$ cat src/pkg/lqs_pkg.sv
// Shared constants and types for the linear encoder output block.
// Assumes a 100 MHz ref_clk and a 32-bit AXI4-Lite register bus.
package lqs_pkg;

  // Register byte offsets, one aligned word each
  localparam logic [7:0] CTRL_OFS     = 8'h00; // Output option enables
  localparam logic [7:0] POS_OFS      = 8'h04; // Live position, read only
  localparam logic [7:0] FLAG_OFS     = 8'h08; // Live flags, read only
  localparam logic [7:0] IRQ_ST_OFS   = 8'h0c; // Sticky events, write 1 clears
  localparam logic [7:0] IRQ_MASK_OFS = 8'h10; // Interrupt enables
  localparam logic [7:0] PRESET_OFS   = 8'h14; // Write loads position

  // Field positions and widths
  localparam int POS_W     = 22; // Binary position bits in a frame
  localparam int FRAME_W   = 25; // Position plus three status bits
  localparam int IRQ_W     = 3;  // Number of event bits
  localparam int IRQ_FRAME = 0;  // Serial frame finished
  localparam int IRQ_REF   = 1;  // Reference mark entered
  localparam int IRQ_ERR   = 2;  // Error flag rose
  localparam int FLAG_ERR  = 0;
  localparam int FLAG_WARN = 1;
  localparam int FLAG_REF  = 2;
  localparam int FLAG_BUSY = 3;

  // Reset values
  localparam logic [2:0]       CTRL_RST = 3'h7; // All outputs on
  localparam logic [IRQ_W-1:0] MASK_RST = 3'h0; // Interrupts off

  // Bus responses
  localparam logic [1:0] RESP_OKAY   = 2'h0;
  localparam logic [1:0] RESP_SLVERR = 2'h2;

  // Travel per position step and per quadrature edge, in micrometres
  localparam int STEP_UM = 10;

  // Serial idle timeout after the last clock edge
  localparam int CLK_MHZ          = 100;
  localparam int SSI_TIMEOUT_NS   = 20000;
  localparam int SSI_TIMEOUT_CYC  = (SSI_TIMEOUT_NS * CLK_MHZ + 999) / 1000;
  localparam int SSI_TCNT_W       = 12;

  // Serial frame, most significant field shifted first
  typedef struct packed {
    logic [POS_W-1:0] pos;    // Binary position
    logic             parity; // Even parity over pos
    logic             err;    // Error flag
    logic             warn;   // Warning flag
  } lqs_frame_t;

  // Output option enables, bit 2 downward
  typedef struct packed {
    logic serial_absolute_option;
    logic analog_sine_option;
    logic square_wave_option;
  } lqs_ctrl_t;

  // Serial transmitter states
  typedef enum logic [1:0] {
    SSI_IDLE  = 2'h0, // Data high, waiting for first falling edge
    SSI_SHIFT = 2'h1, // Bits leave on rising edges
    SSI_HOLD  = 2'h2  // Data low until the clock stays quiet
  } lqs_ssi_st_t;

endpackage

$ cat src/rtl/lqs_ssi_tx.sv
// Serial absolute position transmitter.
// Expects one-cycle edge strobes of an already synchronised serial clock.
`timescale 1ns/1ps
module lqs_ssi_tx (
  input  wire logic              ref_clk,
  input  wire logic              rst_n,
  input  wire logic              clk_en,
  input  wire logic              enable,
  input  wire logic              sclk_rise,
  input  wire logic              sclk_fall,
  input  wire lqs_pkg::lqs_frame_t frame,
  output logic                   data_out,
  output logic                   busy,
  output logic                   frame_done
);

  lqs_pkg::lqs_ssi_st_t              st_q;    // Transmitter state
  logic [lqs_pkg::FRAME_W-1:0]       shreg_q; // Frame being shifted
  logic [4:0]                        bit_q;   // Bits already sent
  logic [lqs_pkg::SSI_TCNT_W-1:0]    tcnt_q;  // Cycles since last edge
  logic                              data_q;  // Line level
  logic                              done_q;  // End of frame strobe

  wire any_edge = sclk_rise | sclk_fall;
  wire last_bit = (bit_q == 5'(lqs_pkg::FRAME_W));
  wire timed_out = (tcnt_q == lqs_pkg::SSI_TCNT_W'(
                    lqs_pkg::SSI_TIMEOUT_CYC - 1));

  // One process: state, shift register and timeout move together
  always_ff @(posedge ref_clk) begin
    if (!rst_n) begin
      st_q    <= lqs_pkg::SSI_IDLE;
      shreg_q <= '0;
      bit_q   <= 5'h0;
      tcnt_q  <= '0;
      data_q  <= 1'b1;
      done_q  <= 1'b0;
    end else if (clk_en) begin
      done_q <= 1'b0;
      tcnt_q <= (any_edge || st_q == lqs_pkg::SSI_IDLE) ? '0 : tcnt_q + 1'b1;
      unique case (st_q)
        lqs_pkg::SSI_IDLE: begin
          data_q <= 1'b1;
          // Position is frozen at the first falling edge
          if (enable && sclk_fall) begin
            shreg_q <= frame;
            bit_q   <= 5'h0;
            st_q    <= lqs_pkg::SSI_SHIFT;
          end
        end
        lqs_pkg::SSI_SHIFT: begin
          if (!enable || timed_out) begin
            // Master gave up mid-frame, recover through hold
            data_q <= 1'b0;
            st_q   <= lqs_pkg::SSI_HOLD;
          end else if (sclk_rise && last_bit) begin
            data_q <= 1'b0;
            done_q <= 1'b1;
            st_q   <= lqs_pkg::SSI_HOLD;
          end else if (sclk_rise) begin
            // Most significant bit leaves first
            data_q  <= shreg_q[lqs_pkg::FRAME_W-1];
            shreg_q <= {shreg_q[lqs_pkg::FRAME_W-2:0], 1'b0};
            bit_q   <= bit_q + 5'h1;
          end
        end
        lqs_pkg::SSI_HOLD: begin
          // Low until the clock has rested for the timeout
          if (timed_out || !enable) begin
            data_q <= 1'b1;
            st_q   <= lqs_pkg::SSI_IDLE;
          end
        end
        default: st_q <= lqs_pkg::SSI_IDLE;
      endcase
    end
  end

  assign data_out   = data_q;
  assign busy       = (st_q != lqs_pkg::SSI_IDLE);
  assign frame_done = done_q;
endmodule

$ cat src/rtl/lqs_top.sv
// Output logic of a magnetic linear encoder: quadrature, index, serial.
// Assumes step strobes and status flags come from sensor logic on
// ref_clk; the index pin and the serial clock are asynchronous.
//
// Functional notes
// - analog channels A and B ninety degrees apart
// - positive motion: B lags A; reverse otherwise
// - index low, high only over reference mark
// - square-wave A and B also in quadrature
// - each edge is ten micrometres, four per period
// - absolute position sent, clocked by evaluation unit
// - analog channels stay active during serial transfers
// - position sent as 22-bit plain binary
// - even parity, error, warning: 25 bits total
// - one position step equals ten micrometres
//
// The AXI4-Lite register port and the address map were chosen for this implementation.
`timescale 1ns/1ps
module lqs_top (
  input  wire logic        ref_clk,
  input  wire logic        rst_n,
  input  wire logic        clk_en,
  // AXI4-Lite slave
  input  wire logic [7:0]  s_axi_awaddr,
  input  wire logic [2:0]  s_axi_awprot,
  input  wire logic        s_axi_awvalid,
  output logic             s_axi_awready,
  input  wire logic [31:0] s_axi_wdata,
  input  wire logic [3:0]  s_axi_wstrb,
  input  wire logic        s_axi_wvalid,
  output logic             s_axi_wready,
  output logic [1:0]       s_axi_bresp,
  output logic             s_axi_bvalid,
  input  wire logic        s_axi_bready,
  input  wire logic [7:0]  s_axi_araddr,
  input  wire logic [2:0]  s_axi_arprot,
  input  wire logic        s_axi_arvalid,
  output logic             s_axi_arready,
  output logic [31:0]      s_axi_rdata,
  output logic [1:0]       s_axi_rresp,
  output logic             s_axi_rvalid,
  input  wire logic        s_axi_rready,
  // Sensor front end, same clock
  input  wire logic        step_pulse,
  input  wire logic        step_up,
  input  wire logic        err_in,
  input  wire logic        warn_in,
  // Asynchronous pins
  input  wire logic        ref_mark_pin,
  input  wire logic        ssi_clk_pin,
  // Outputs
  output logic             quad_a,
  output logic             quad_b,
  output logic             zero_index_pulse,
  output logic [1:0]       ana_phase,
  output logic             ana_index,
  output logic             ssi_data,
  output logic             irq
);

  // Protection bits carry no meaning for this slave
  wire unused_prot = ^{s_axi_awprot, s_axi_arprot};

  // ---------------- Pin synchronisers ----------------
  logic ref_s1_q, ref_s2_q, ref_s3_q; // Index pin chain
  logic sck_s1_q, sck_s2_q, sck_s3_q; // Serial clock chain

  // Two stages before use; third stage only for edge finding
  always_ff @(posedge ref_clk) begin
    if (!rst_n) begin
      {ref_s1_q, ref_s2_q, ref_s3_q} <= 3'h0;
      {sck_s1_q, sck_s2_q, sck_s3_q} <= 3'h7; // Serial clock idles high
    end else if (clk_en) begin
      {ref_s1_q, ref_s2_q, ref_s3_q} <= {ref_mark_pin, ref_s1_q, ref_s2_q};
      {sck_s1_q, sck_s2_q, sck_s3_q} <= {ssi_clk_pin, sck_s1_q, sck_s2_q};
    end
  end

  // 100 MHz sampling leaves ample margin at a 500 kHz link clock
  wire sck_rise = sck_s2_q & ~sck_s3_q;
  wire sck_fall = ~sck_s2_q & sck_s3_q;
  wire ref_rise = ref_s2_q & ~ref_s3_q;

  // ---------------- Register bus ----------------
  lqs_pkg::lqs_ctrl_t      ctrl_q;   // Option enables
  logic [lqs_pkg::IRQ_W-1:0] ist_q;  // Sticky events
  logic [lqs_pkg::IRQ_W-1:0] mask_q; // Event enables
  logic                    aw_have_q; // Write address held
  logic                    w_have_q;  // Write data held
  logic [7:0]              aw_addr_q;
  logic [31:0]             w_data_q;
  logic [3:0]              w_strb_q;
  logic                    bvalid_q;
  logic [1:0]              bresp_q;
  logic                    rvalid_q;
  logic [1:0]              rresp_q;
  logic [31:0]             rdata_q;

  // Bus stalls while clk_en is low so no handshake is lost
  assign s_axi_awready = clk_en & ~aw_have_q & ~bvalid_q;
  assign s_axi_wready  = clk_en & ~w_have_q & ~bvalid_q;
  assign s_axi_arready = clk_en & ~rvalid_q;
  assign s_axi_bvalid  = bvalid_q;
  assign s_axi_bresp   = bresp_q;
  assign s_axi_rvalid  = rvalid_q;
  assign s_axi_rresp   = rresp_q;
  assign s_axi_rdata   = rdata_q;

  wire aw_take  = s_axi_awvalid & s_axi_awready;
  wire w_take   = s_axi_wvalid & s_axi_wready;
  wire ar_take  = s_axi_arvalid & s_axi_arready;
  wire do_write = aw_have_q & w_have_q & ~bvalid_q;

  // Write decode, byte enables widened to a bit mask
  wire [7:0]  wa     = {aw_addr_q[7:2], 2'h0};
  wire [31:0] wmask  = {{8{w_strb_q[3]}}, {8{w_strb_q[2]}},
                        {8{w_strb_q[1]}}, {8{w_strb_q[0]}}};
  wire [31:0] wbits  = w_data_q & wmask;
  wire wr_ctrl   = do_write & (wa == lqs_pkg::CTRL_OFS);
  wire wr_ist    = do_write & (wa == lqs_pkg::IRQ_ST_OFS);
  wire wr_mask   = do_write & (wa == lqs_pkg::IRQ_MASK_OFS);
  wire wr_preset = do_write & (wa == lqs_pkg::PRESET_OFS);
  wire wr_hit    = wr_ctrl | wr_ist | wr_mask | wr_preset;

  // Address and data may come in either order
  always_ff @(posedge ref_clk) begin
    if (!rst_n) begin
      aw_have_q <= 1'b0;
      w_have_q  <= 1'b0;
      aw_addr_q <= 8'h00;
      w_data_q  <= 32'h0000_0000;
      w_strb_q  <= 4'h0;
    end else if (clk_en) begin
      if (aw_take) begin
        aw_have_q <= 1'b1;
        aw_addr_q <= s_axi_awaddr;
      end else if (do_write) begin
        aw_have_q <= 1'b0;
      end
      if (w_take) begin
        w_have_q <= 1'b1;
        w_data_q <= s_axi_wdata;
        w_strb_q <= s_axi_wstrb;
      end else if (do_write) begin
        w_have_q <= 1'b0;
      end
    end
  end

  // Write response; unmapped offsets answer SLVERR
  always_ff @(posedge ref_clk) begin
    if (!rst_n) begin
      bvalid_q <= 1'b0;
      bresp_q  <= lqs_pkg::RESP_OKAY;
    end else if (clk_en) begin
      if (do_write) begin
        bvalid_q <= 1'b1;
        bresp_q  <= wr_hit ? lqs_pkg::RESP_OKAY : lqs_pkg::RESP_SLVERR;
      end else if (s_axi_bready) begin
        bvalid_q <= 1'b0;
      end
    end
  end

  // Control register steers all three outputs
  always_ff @(posedge ref_clk) begin
    if (!rst_n) begin
      ctrl_q <= lqs_pkg::CTRL_RST;
      mask_q <= lqs_pkg::MASK_RST;
    end else if (clk_en) begin
      if (wr_ctrl) ctrl_q <= wbits[2:0];
      if (wr_mask) mask_q <= wbits[lqs_pkg::IRQ_W-1:0];
    end
  end

  // ---------------- Position and quadrature ----------------
  logic [lqs_pkg::POS_W-1:0] pos_q;   // Position, one count per 10 um
  logic [1:0]                phase_q; // Quadrature phase index
  logic                      err_q;   // Error flag, for edge finding

  // Preset wins over a step in the same cycle: software sets the written value
  always_ff @(posedge ref_clk) begin
    if (!rst_n) begin
      pos_q   <= '0;
      phase_q <= 2'h0;
    end else if (clk_en) begin
      if (wr_preset) begin
        pos_q <= wbits[lqs_pkg::POS_W-1:0];
      end else if (step_pulse) begin
        pos_q <= step_up ? pos_q + 1'b1 : pos_q - 1'b1;
      end
      // One edge per step keeps the phase in step with position
      if (step_pulse) begin
        phase_q <= step_up ? phase_q + 2'h1 : phase_q - 2'h1;
      end
    end
  end

  // Phase 0..3 maps to AB 00,10,11,01: B trails A when counting up
  wire ch_a = phase_q[0] ^ phase_q[1];
  wire ch_b = phase_q[1];

  logic qa_q, qb_q, qz_q;    // Square-wave outputs
  logic [1:0] ap_q;          // Analog phase, AB
  logic az_q;                // Analog index

  // Analog stays live regardless of the serial link
  always_ff @(posedge ref_clk) begin
    if (!rst_n) begin
      {qa_q, qb_q, qz_q} <= 3'h0;
      ap_q <= 2'h0;
      az_q <= 1'b0;
    end else if (clk_en) begin
      qa_q <= ctrl_q.square_wave_option & ch_a;
      qb_q <= ctrl_q.square_wave_option & ch_b;
      qz_q <= ctrl_q.square_wave_option & ref_s2_q;
      ap_q <= ctrl_q.analog_sine_option ? {ch_a, ch_b} : 2'h0;
      az_q <= ctrl_q.analog_sine_option & ref_s2_q;
    end
  end

  assign quad_a           = qa_q;
  assign quad_b           = qb_q;
  assign zero_index_pulse = qz_q;
  assign ana_phase        = ap_q;
  assign ana_index        = az_q;

  // ---------------- Serial absolute link ----------------
  lqs_pkg::lqs_frame_t frame;  // Live frame offered for latching
  logic ssi_busy;              // Transfer or hold in progress
  logic ssi_done;              // Frame completed strobe

  // One driver: position, even parity, error, warning
  assign frame = {pos_q, ^pos_q, err_in, warn_in};

  lqs_ssi_tx u_ssi (
    .ref_clk    (ref_clk),
    .rst_n      (rst_n),
    .clk_en     (clk_en),
    .enable     (ctrl_q.serial_absolute_option),
    .sclk_rise  (sck_rise),
    .sclk_fall  (sck_fall),
    .frame      (frame),
    .data_out   (ssi_data),
    .busy       (ssi_busy),
    .frame_done (ssi_done)
  );

  // ---------------- Interrupts ----------------
  wire [lqs_pkg::IRQ_W-1:0] ev = {err_in & ~err_q, ref_rise, ssi_done};
  wire [lqs_pkg::IRQ_W-1:0] ist_clr =
    wr_ist ? wbits[lqs_pkg::IRQ_W-1:0] : '0;
  // A new event beats a clear in the same cycle
  wire [lqs_pkg::IRQ_W-1:0] ist_d = (ist_q & ~ist_clr) | ev;
  logic irq_q;

  always_ff @(posedge ref_clk) begin
    if (!rst_n) begin
      ist_q <= '0;
      err_q <= 1'b0;
      irq_q <= 1'b0;
    end else if (clk_en) begin
      ist_q <= ist_d;
      err_q <= err_in;
      irq_q <= |(ist_d & (wr_mask ? wbits[lqs_pkg::IRQ_W-1:0] : mask_q));
    end
  end
  assign irq = irq_q;

  // ---------------- Read path ----------------
  wire [7:0]  ra    = {s_axi_araddr[7:2], 2'h0};
  wire [31:0] flags = {28'h0, ssi_busy, ref_s2_q, warn_in, err_in};
  wire rd_hit = (ra == lqs_pkg::CTRL_OFS) | (ra == lqs_pkg::POS_OFS) |
                (ra == lqs_pkg::FLAG_OFS) | (ra == lqs_pkg::IRQ_ST_OFS) |
                (ra == lqs_pkg::IRQ_MASK_OFS) | (ra == lqs_pkg::PRESET_OFS);
  wire [31:0] rd_val =
    (ra == lqs_pkg::CTRL_OFS)     ? {29'h0, ctrl_q} :
    (ra == lqs_pkg::POS_OFS ||
     ra == lqs_pkg::PRESET_OFS)   ? {10'h0, pos_q} :
    (ra == lqs_pkg::FLAG_OFS)     ? flags :
    (ra == lqs_pkg::IRQ_ST_OFS)   ? {29'h0, ist_q} :
    (ra == lqs_pkg::IRQ_MASK_OFS) ? {29'h0, mask_q} : 32'h0000_0000;

  // Read data is captured at the address handshake
  always_ff @(posedge ref_clk) begin
    if (!rst_n) begin
      rvalid_q <= 1'b0;
      rresp_q  <= lqs_pkg::RESP_OKAY;
      rdata_q  <= 32'h0000_0000;
    end else if (clk_en) begin
      if (ar_take) begin
        rvalid_q <= 1'b1;
        rresp_q  <= rd_hit ? lqs_pkg::RESP_OKAY : lqs_pkg::RESP_SLVERR;
        rdata_q  <= rd_val;
      end else if (s_axi_rready) begin
        rvalid_q <= 1'b0;
      end
    end
  end
endmodule

$ cat config.mk
export PLATFORM = sky130hd
export DESIGN_NAME = lqs_top
export DESIGN_NICKNAME = d
export VERILOG_FILES = /design/src/pkg/lqs_pkg.sv /design/src/rtl/lqs_ssi_tx.sv /design/src/rtl/lqs_top.sv
export SDC_FILE = /design/constraint.sdc
export NUM_CORES = 1
export LEC_CHECK = 0
export BUFFER_PORTS_ARGS = -buffer_cell sky130_fd_sc_hd__buf_2
export CORE_ASPECT_RATIO = 1.1
export CORE_UTILIZATION = 58
export CTS_CLUSTER_DIAMETER = 100
export DETAILED_ROUTE_END_ITERATION = 10
export PLACE_DENSITY = 0.81
export RECOVER_POWER = 100
export SLEW_MARGIN = 20
export SYNTH_ARGS = -nofsm -noshare
export SYNTH_HDL_FRONTEND = slang
export SYNTH_HIERARCHICAL = 1
export SYNTH_SLANG_ARGS = --single-unit
export TNS_END_PERCENT = 1
$ cat constraint.sdc
create_clock -name ref_clk -period 3 [get_ports ref_clk]
set_clock_uncertainty 0.15 [all_clocks]
set_input_delay 0.15 -clock ref_clk [delete_from_list [all_inputs] [get_ports ref_clk]]
set_output_delay 0.15 -clock ref_clk [all_outputs]
set_load 0.1 [all_outputs]
[Word-level counts from Yosys, hierarchy flattened]
Cells that the tools add are included.
Word-level totals
  register bits: 166
  input bits: 72
  output and inout port bits: 49
Cells by class
  add/sub/neg operators: 6
  eq/ne operators: 19
  mux-type cells: 45
  bitwise operators: 45
  reduce and logical (&&, ||, !) cells: 33
Operators with widths (count)
  $mux W22: 5
  $mux W25: 4
  $pmux W25 S2: 1
  $eq A6 B3 Y1 const B: 4
  $add A22 B1 Y22 const B: 1
  $and A1 B1 Y1: 22
  $and A22 B22 Y22: 1
  $reduce_and A2 Y1: 11
  $reduce_xor A22 Y1: 1
  $sub A22 B1 Y22 const B: 1
  $mux W5: 4
  $eq A6 B2 Y1 const B: 3
  $logic_not A8 Y1: 2
  $mux W2: 8
  $mux W1: 14
  $reduce_bool A2 Y1: 7
  $add A12 B1 Y12 const B: 1
  $eq A12 B11 Y1 const B: 1
  $mux W12: 1
  $mux W3: 4
  $pmux W5 S2: 1
  $or A1 B1 Y1: 9
  $not A1 Y1: 8
  $reduce_and A4 Y1: 2
  25 further kinds: 32

[Depth between registers and ports, before layout]
  depth in word-level cells: 9
  depth in mapped cells: 11
  depth with buffers taken out: 10

[By module]
Netlist, hierarchy kept.
By module, submodules not included
  lqs_top: instances 1, cells each 706, area each 5644.2 um2, sequential area each 2122.0 um2
  lqs_ssi_tx: instances 1, cells each 287, area each 2543.7 um2, sequential area each 920.9 um2

[Worst setup path after synthesis]
No wires, ideal clock.
  kind: reg-to-reg
  from: reg bvalid_q, in the netlist s_axi_bvalid
  to: reg w_data_q[0]
  setup time: 0.071 ns
  arrival: 3.217 ns
  path slack: -0.438 ns
  stages on the path, launching flop included: 8
  path buffers: 2
  clock period less this slack: 3.438 ns
  cells stage by stage: dfxtp_1 nand2b_1 nor2_1 and2_1 clkbuf_1 clkbuf_1 nand2_1 a21oi_1
On the way
  cells in the longest elaborated chain, start to end: 4
Ends and longest elaborated chain
  start, declared: line lqs_top.sv:93  | logic bvalid_q;
  start signal, assigned: line lqs_top.sv:153  | bvalid_q <= 1'b0;
  start signal, assigned: line lqs_top.sv:157  | bvalid_q <= 1'b1;
  start signal, assigned: line lqs_top.sv:160  | bvalid_q <= 1'b0;
  $not A1 Y1: line lqs_top.sv:101  | assign s_axi_wready = clk_en & ~w_have_q & ~bvalid_q;
  $and A1 B1 Y1: line lqs_top.sv:101
  named net s_axi_wready: line lqs_top.sv:31  | output logic s_axi_wready,
  $and A1 B1 Y1: line lqs_top.sv:110  | wire w_take = s_axi_wvalid & s_axi_wready;
  $reduce_and A2 Y1 (no line)
  end signal, assigned: line lqs_top.sv:142  | w_data_q <= s_axi_wdata;
  end, declared: line lqs_top.sv:91  | logic [31:0] w_data_q;
The timed path passes the listed nets, and every way through them passes these cells.
A chain may end at the register's enable or synchronous reset.

[Final worst setup path]
  from: reg u_ssi.bit_q[0]
  to: reg u_ssi/shreg_q[10] (netlist bit)
On the way
  cells in the longest elaborated chain, start to end: 4
Ends and longest elaborated chain
  start, declared: line lqs_ssi_tx.sv:19  | logic [4:0] bit_q;
  start signal, assigned: line lqs_ssi_tx.sv:64  | bit_q <= bit_q + 5'h1;
  $eq A5 B5 Y1: line lqs_ssi_tx.sv:25  | wire last_bit = (bit_q == 5'(lqs_pkg::FRAME_W));
  $logic_and A1 B1 Y1: line lqs_ssi_tx.sv:56  | end else if (sclk_rise && last_bit) begin
  $ne A2 B2 Y1 (no line)
  $reduce_and A6 Y1 (no line)
  end signal, assigned: line lqs_ssi_tx.sv:46  | shreg_q <= frame;
  end signal, assigned: line lqs_ssi_tx.sv:63  | shreg_q <= {shreg_q[lqs_pkg::FRAME_W-2:0], 1'b0};
  end, declared: line lqs_ssi_tx.sv:18  | logic [lqs_pkg::FRAME_W-1:0] shreg_q;
No other way between the ends.

==> results.ini <==
[global_route]
track_usage_pct = 29.8
grt_pass1_vias = 7289
antenna_found_initial = 0
overflow = 0
grt_pass1_wl_um = 34200
grt_max_degree = 75

[sta]
hold_violations = 0
rsz0062_at_grt = no
period_share_pct = 93.2
period_needed_ps = 2800
tightest_slew_ps = 1270
setup_viol = 0
slew_viol_final = 0
max_freq_ghz = 0.358
slew_headroom_pct = 15.3

[synthesis]
synth_seq_cells = 152
synth_ff_type = dfxtp_1
synth_cells = 993
post_synth_fa_ha_maj_area_fraction_pct = 3.76
synth_edf_count = 0
yosys.area_share.simple_pct = 21.7
yosysUniqueCellTypes = 70
ys_top_cells_by_area = dfxtp_1, nand2_1, mux2i_1
synth_top_family_by_area = simple AND/OR/NAND/NOR gates
yosys.area.top_type = dfxtp_1
ys_seq_area_share_pct = 37.2
synthMuxAreaShare_pct = 8.68
synth_xor_xnor_area_share_pct = 5.35
syn_area_per_cell_sq_um = 8.25
synth_compound_area_share_pct = 17.6
yosys.area.top_type_share_pct = 37.2
synth_area_sq_mm = 0.00819
ys_async_sr_fraction_pct = 0
yosysWarnings = 6

[power]
cellLeakagePower_uw = 0.00397
p_per_area_mw_per_mm2 = 577
p_sw_uw = 1640
p_int_uw = 3980
pwr-share-clk_pct = 41.0
power_uw = 5620
ir_drop_mv = 0.444
pwr-share-comb_pct = 19.9
switching_share_pct = 29.2
power_frac_seq_pct = 39.0

[setup_path]
crit_required_ps = 3210
critPathSlowestCell = a21oi_1
ff2ff_setup_slack_ps = 200
cp_max_fo = 9
start_kind = flop
critPathCaptureType = flop
critical_path_class = flop to flop
arrival_ps = 3010
path_cells = ha_1 -> and4b_1 -> nor4_1 -> a21oi_1 -> clkbuf_1 -> mux2i_1
cp_num_buf_inv = 1
cpPeakStageDelay_ps = 900
path_delay_family = compound AO/OA/AOI/OAI gates

[place]
place.gp.congestion = 0.910
portBuffers = 87
place_area_sq_mm = 0.00879
hpwl_um = 13700

[min_path]
hold_path.class = input pin to flop

[clocking]
cts_inserted_buffers = 17
clkTransAtPathRegs_ps = 60
cts_tree = done
numClockSinks = 152
post-cts-setup-buffers = 0
cts.repair.resized = 0
cts_root_buf = clkbuf_16
htreeDepth = 4
clk_latency_ps = 440
clockBufferDepth = 2

[die]
die_w_um = 115
initial_core_util_pct = 59.4
core_area_sq_mm = 0.0138
ios = 121
fp-row-count = 45
die-area_sq_mm = 0.0146
fp.dieH_um = 127

[drt]
drc = 0
wl_um = 21000
wl_per_cell_um = 16.1
via_count = 7640
routed_via_density = 5.83
drtAntennaViolNets = 0
drtPass1Iterations = 7
drt_iter0_markers = 719

[final_layout]
nets = 1205
design_area_sq_mm = 0.00974
num_antenna_cells = 0
layout-drive-gt1-share_pct = 13.5
synthToLayoutAreaGrowth_pct = 18.9

[run_status]
outcome = finished clean

[run]
cap_violations = 0

==> metrics by stage <==
stage	setup slack [ps]	util, %	std cells	hold WS [ps]	TNS (ps)
floorplan	-386	-	1004	128	-2520
global placement	242	63.7	1237	229	0
detailed placement	189	63.7	1237	227	0
CTS	294	71.3	1310	68.1	0
global route	121	70.6	1310	86.2	0
finish	204	70.6	1310	76.8	0
==> what timing repair did <==
item,in CTS,in global routing
hold buffers,41,0
endpoints found under the setup margin,0,0
endpoints found under the hold margin,49,0
==> worst register-to-register path, cell delays in order, from the launching register on <==
cell,delay [ps]
dfxtp_1,410
ha_1,170
and4b_1,300
nor4_1,120
a21oi_1,900
clkbuf_1,430
mux2i_1,250
==> power groups by stage <==
stage	Clock [uW]	Combinational [uW]	Sequential (uW)
6_report	2300	1120	2190
5_1_grt	2420	1220	2200
4_1_cts	2320	1110	2190
3_5_place_dp	0	1060	2230
2_1_floorplan	0	800	2270
3_3_place_gp	0	1040	2230
==> cells in the final DEF, fill, tap and decap left out, types with 14 or more instances in the layout <==
master,count
nand2_1,161
dfxtp_1,152
nor2_1,98
a21oi_1,77
buf_2,48
mux2i_1,44
dlygate4sd3_1,41
clkbuf_1,39
xnor2_1,36
o21ai_0,35
nand3_1,25
buf_4,24
mux2_2,24
inv_1,23
ha_1,23
a22oi_1,22
nor3_1,18
nand2b_1,17
clkbuf_16,17
xor2_1,14
==> registers in the layout, indices dropped and copies added, names as in the netlist, 2 cells and up <==
| name | flops |
|---|---|
| ana_phase | 2 |
| aw_addr_q | 6 |
| ctrl_q | 3 |
| ist_q | 3 |
| mask_q | 3 |
| phase_q | 2 |
| pos_q | 22 |
| s_axi_rdata | 22 |
| u_ssi/bit_q | 5 |
| u_ssi/shreg_q | 25 |
| u_ssi/st_q | 2 |
| u_ssi/tcnt_q | 12 |
| w_data_q | 22 |
| w_strb_q | 3 |
==> cell families (layout without fill, tap and decap cells) <==
logic type | Yosys count | after routing
AO/OA/AOI/OAI | 220 | 220
XOR/XNOR | 50 | 50
adder cells (fa/ha/maj) | 24 | 24
buffers and inverters | 95 | 213
flip-flops | 152 | 152
multiplexers | 68 | 68
other | 1 | 12
AND/OR/NAND/NOR | 383 | 383
==> worst paths after layout <==
| path | end | depth (start not counted) | from |
|---|---|---|---|
| worst max-delay path | u_ssi/shreg_q[10] | 6 | u_ssi/bit_q[0] |
| worst min register to register | w_data_q[21] | 2 | w_data_q[21] |
| worst min-delay path | phase_q[1] | 4 | step_pulse |
| worst max register to register | u_ssi/shreg_q[10] | 6 | u_ssi/bit_q[0] |
==> cells in the mapped netlist (all sizes together) (8+ instances only) <==
cell type,instances
buf,31
mux2,24
xor2,14
a311oi,8
a31oi,10
a22oi,22
clkbuf,41
inv,23
o211ai,10
a21oi,78
ha,23
dfxtp,152
nand4,11
nor3,18
nand3,25
and2,12
nand2,161
o21ai,36
nor2,98
a21o,8
xnor2,36
mux2i,44
nand2b,18
==> layout make-up <==
| cell class | count | area, sq um |
|---|---|---|
| clock inverter | 14 | 195 |
| tap | 188 | 235 |
| sequential | 152 | 3040 |
| fill | 1092 | 4060 |
| multi-input combinational | 757 | 4690 |
| clock buffer | 18 | 439 |
| inverter | 23 | 86.3 |
| timing repair buffer | 158 | 1050 |
==> per-layer routing <==
metal | GRT usage [%] | vias up | part of all wire [%]
met3 | 5.26 | 52 | 6.2
met4 | 12.4 | 0 | 2.4
li1 | - | 3683 | -
met2 | 51.2 | 304 | 49
met1 | 36.6 | 3601 | 43
met5 | 0 | - | 0
Note: power is estimated with default switching activity, not from simulation.
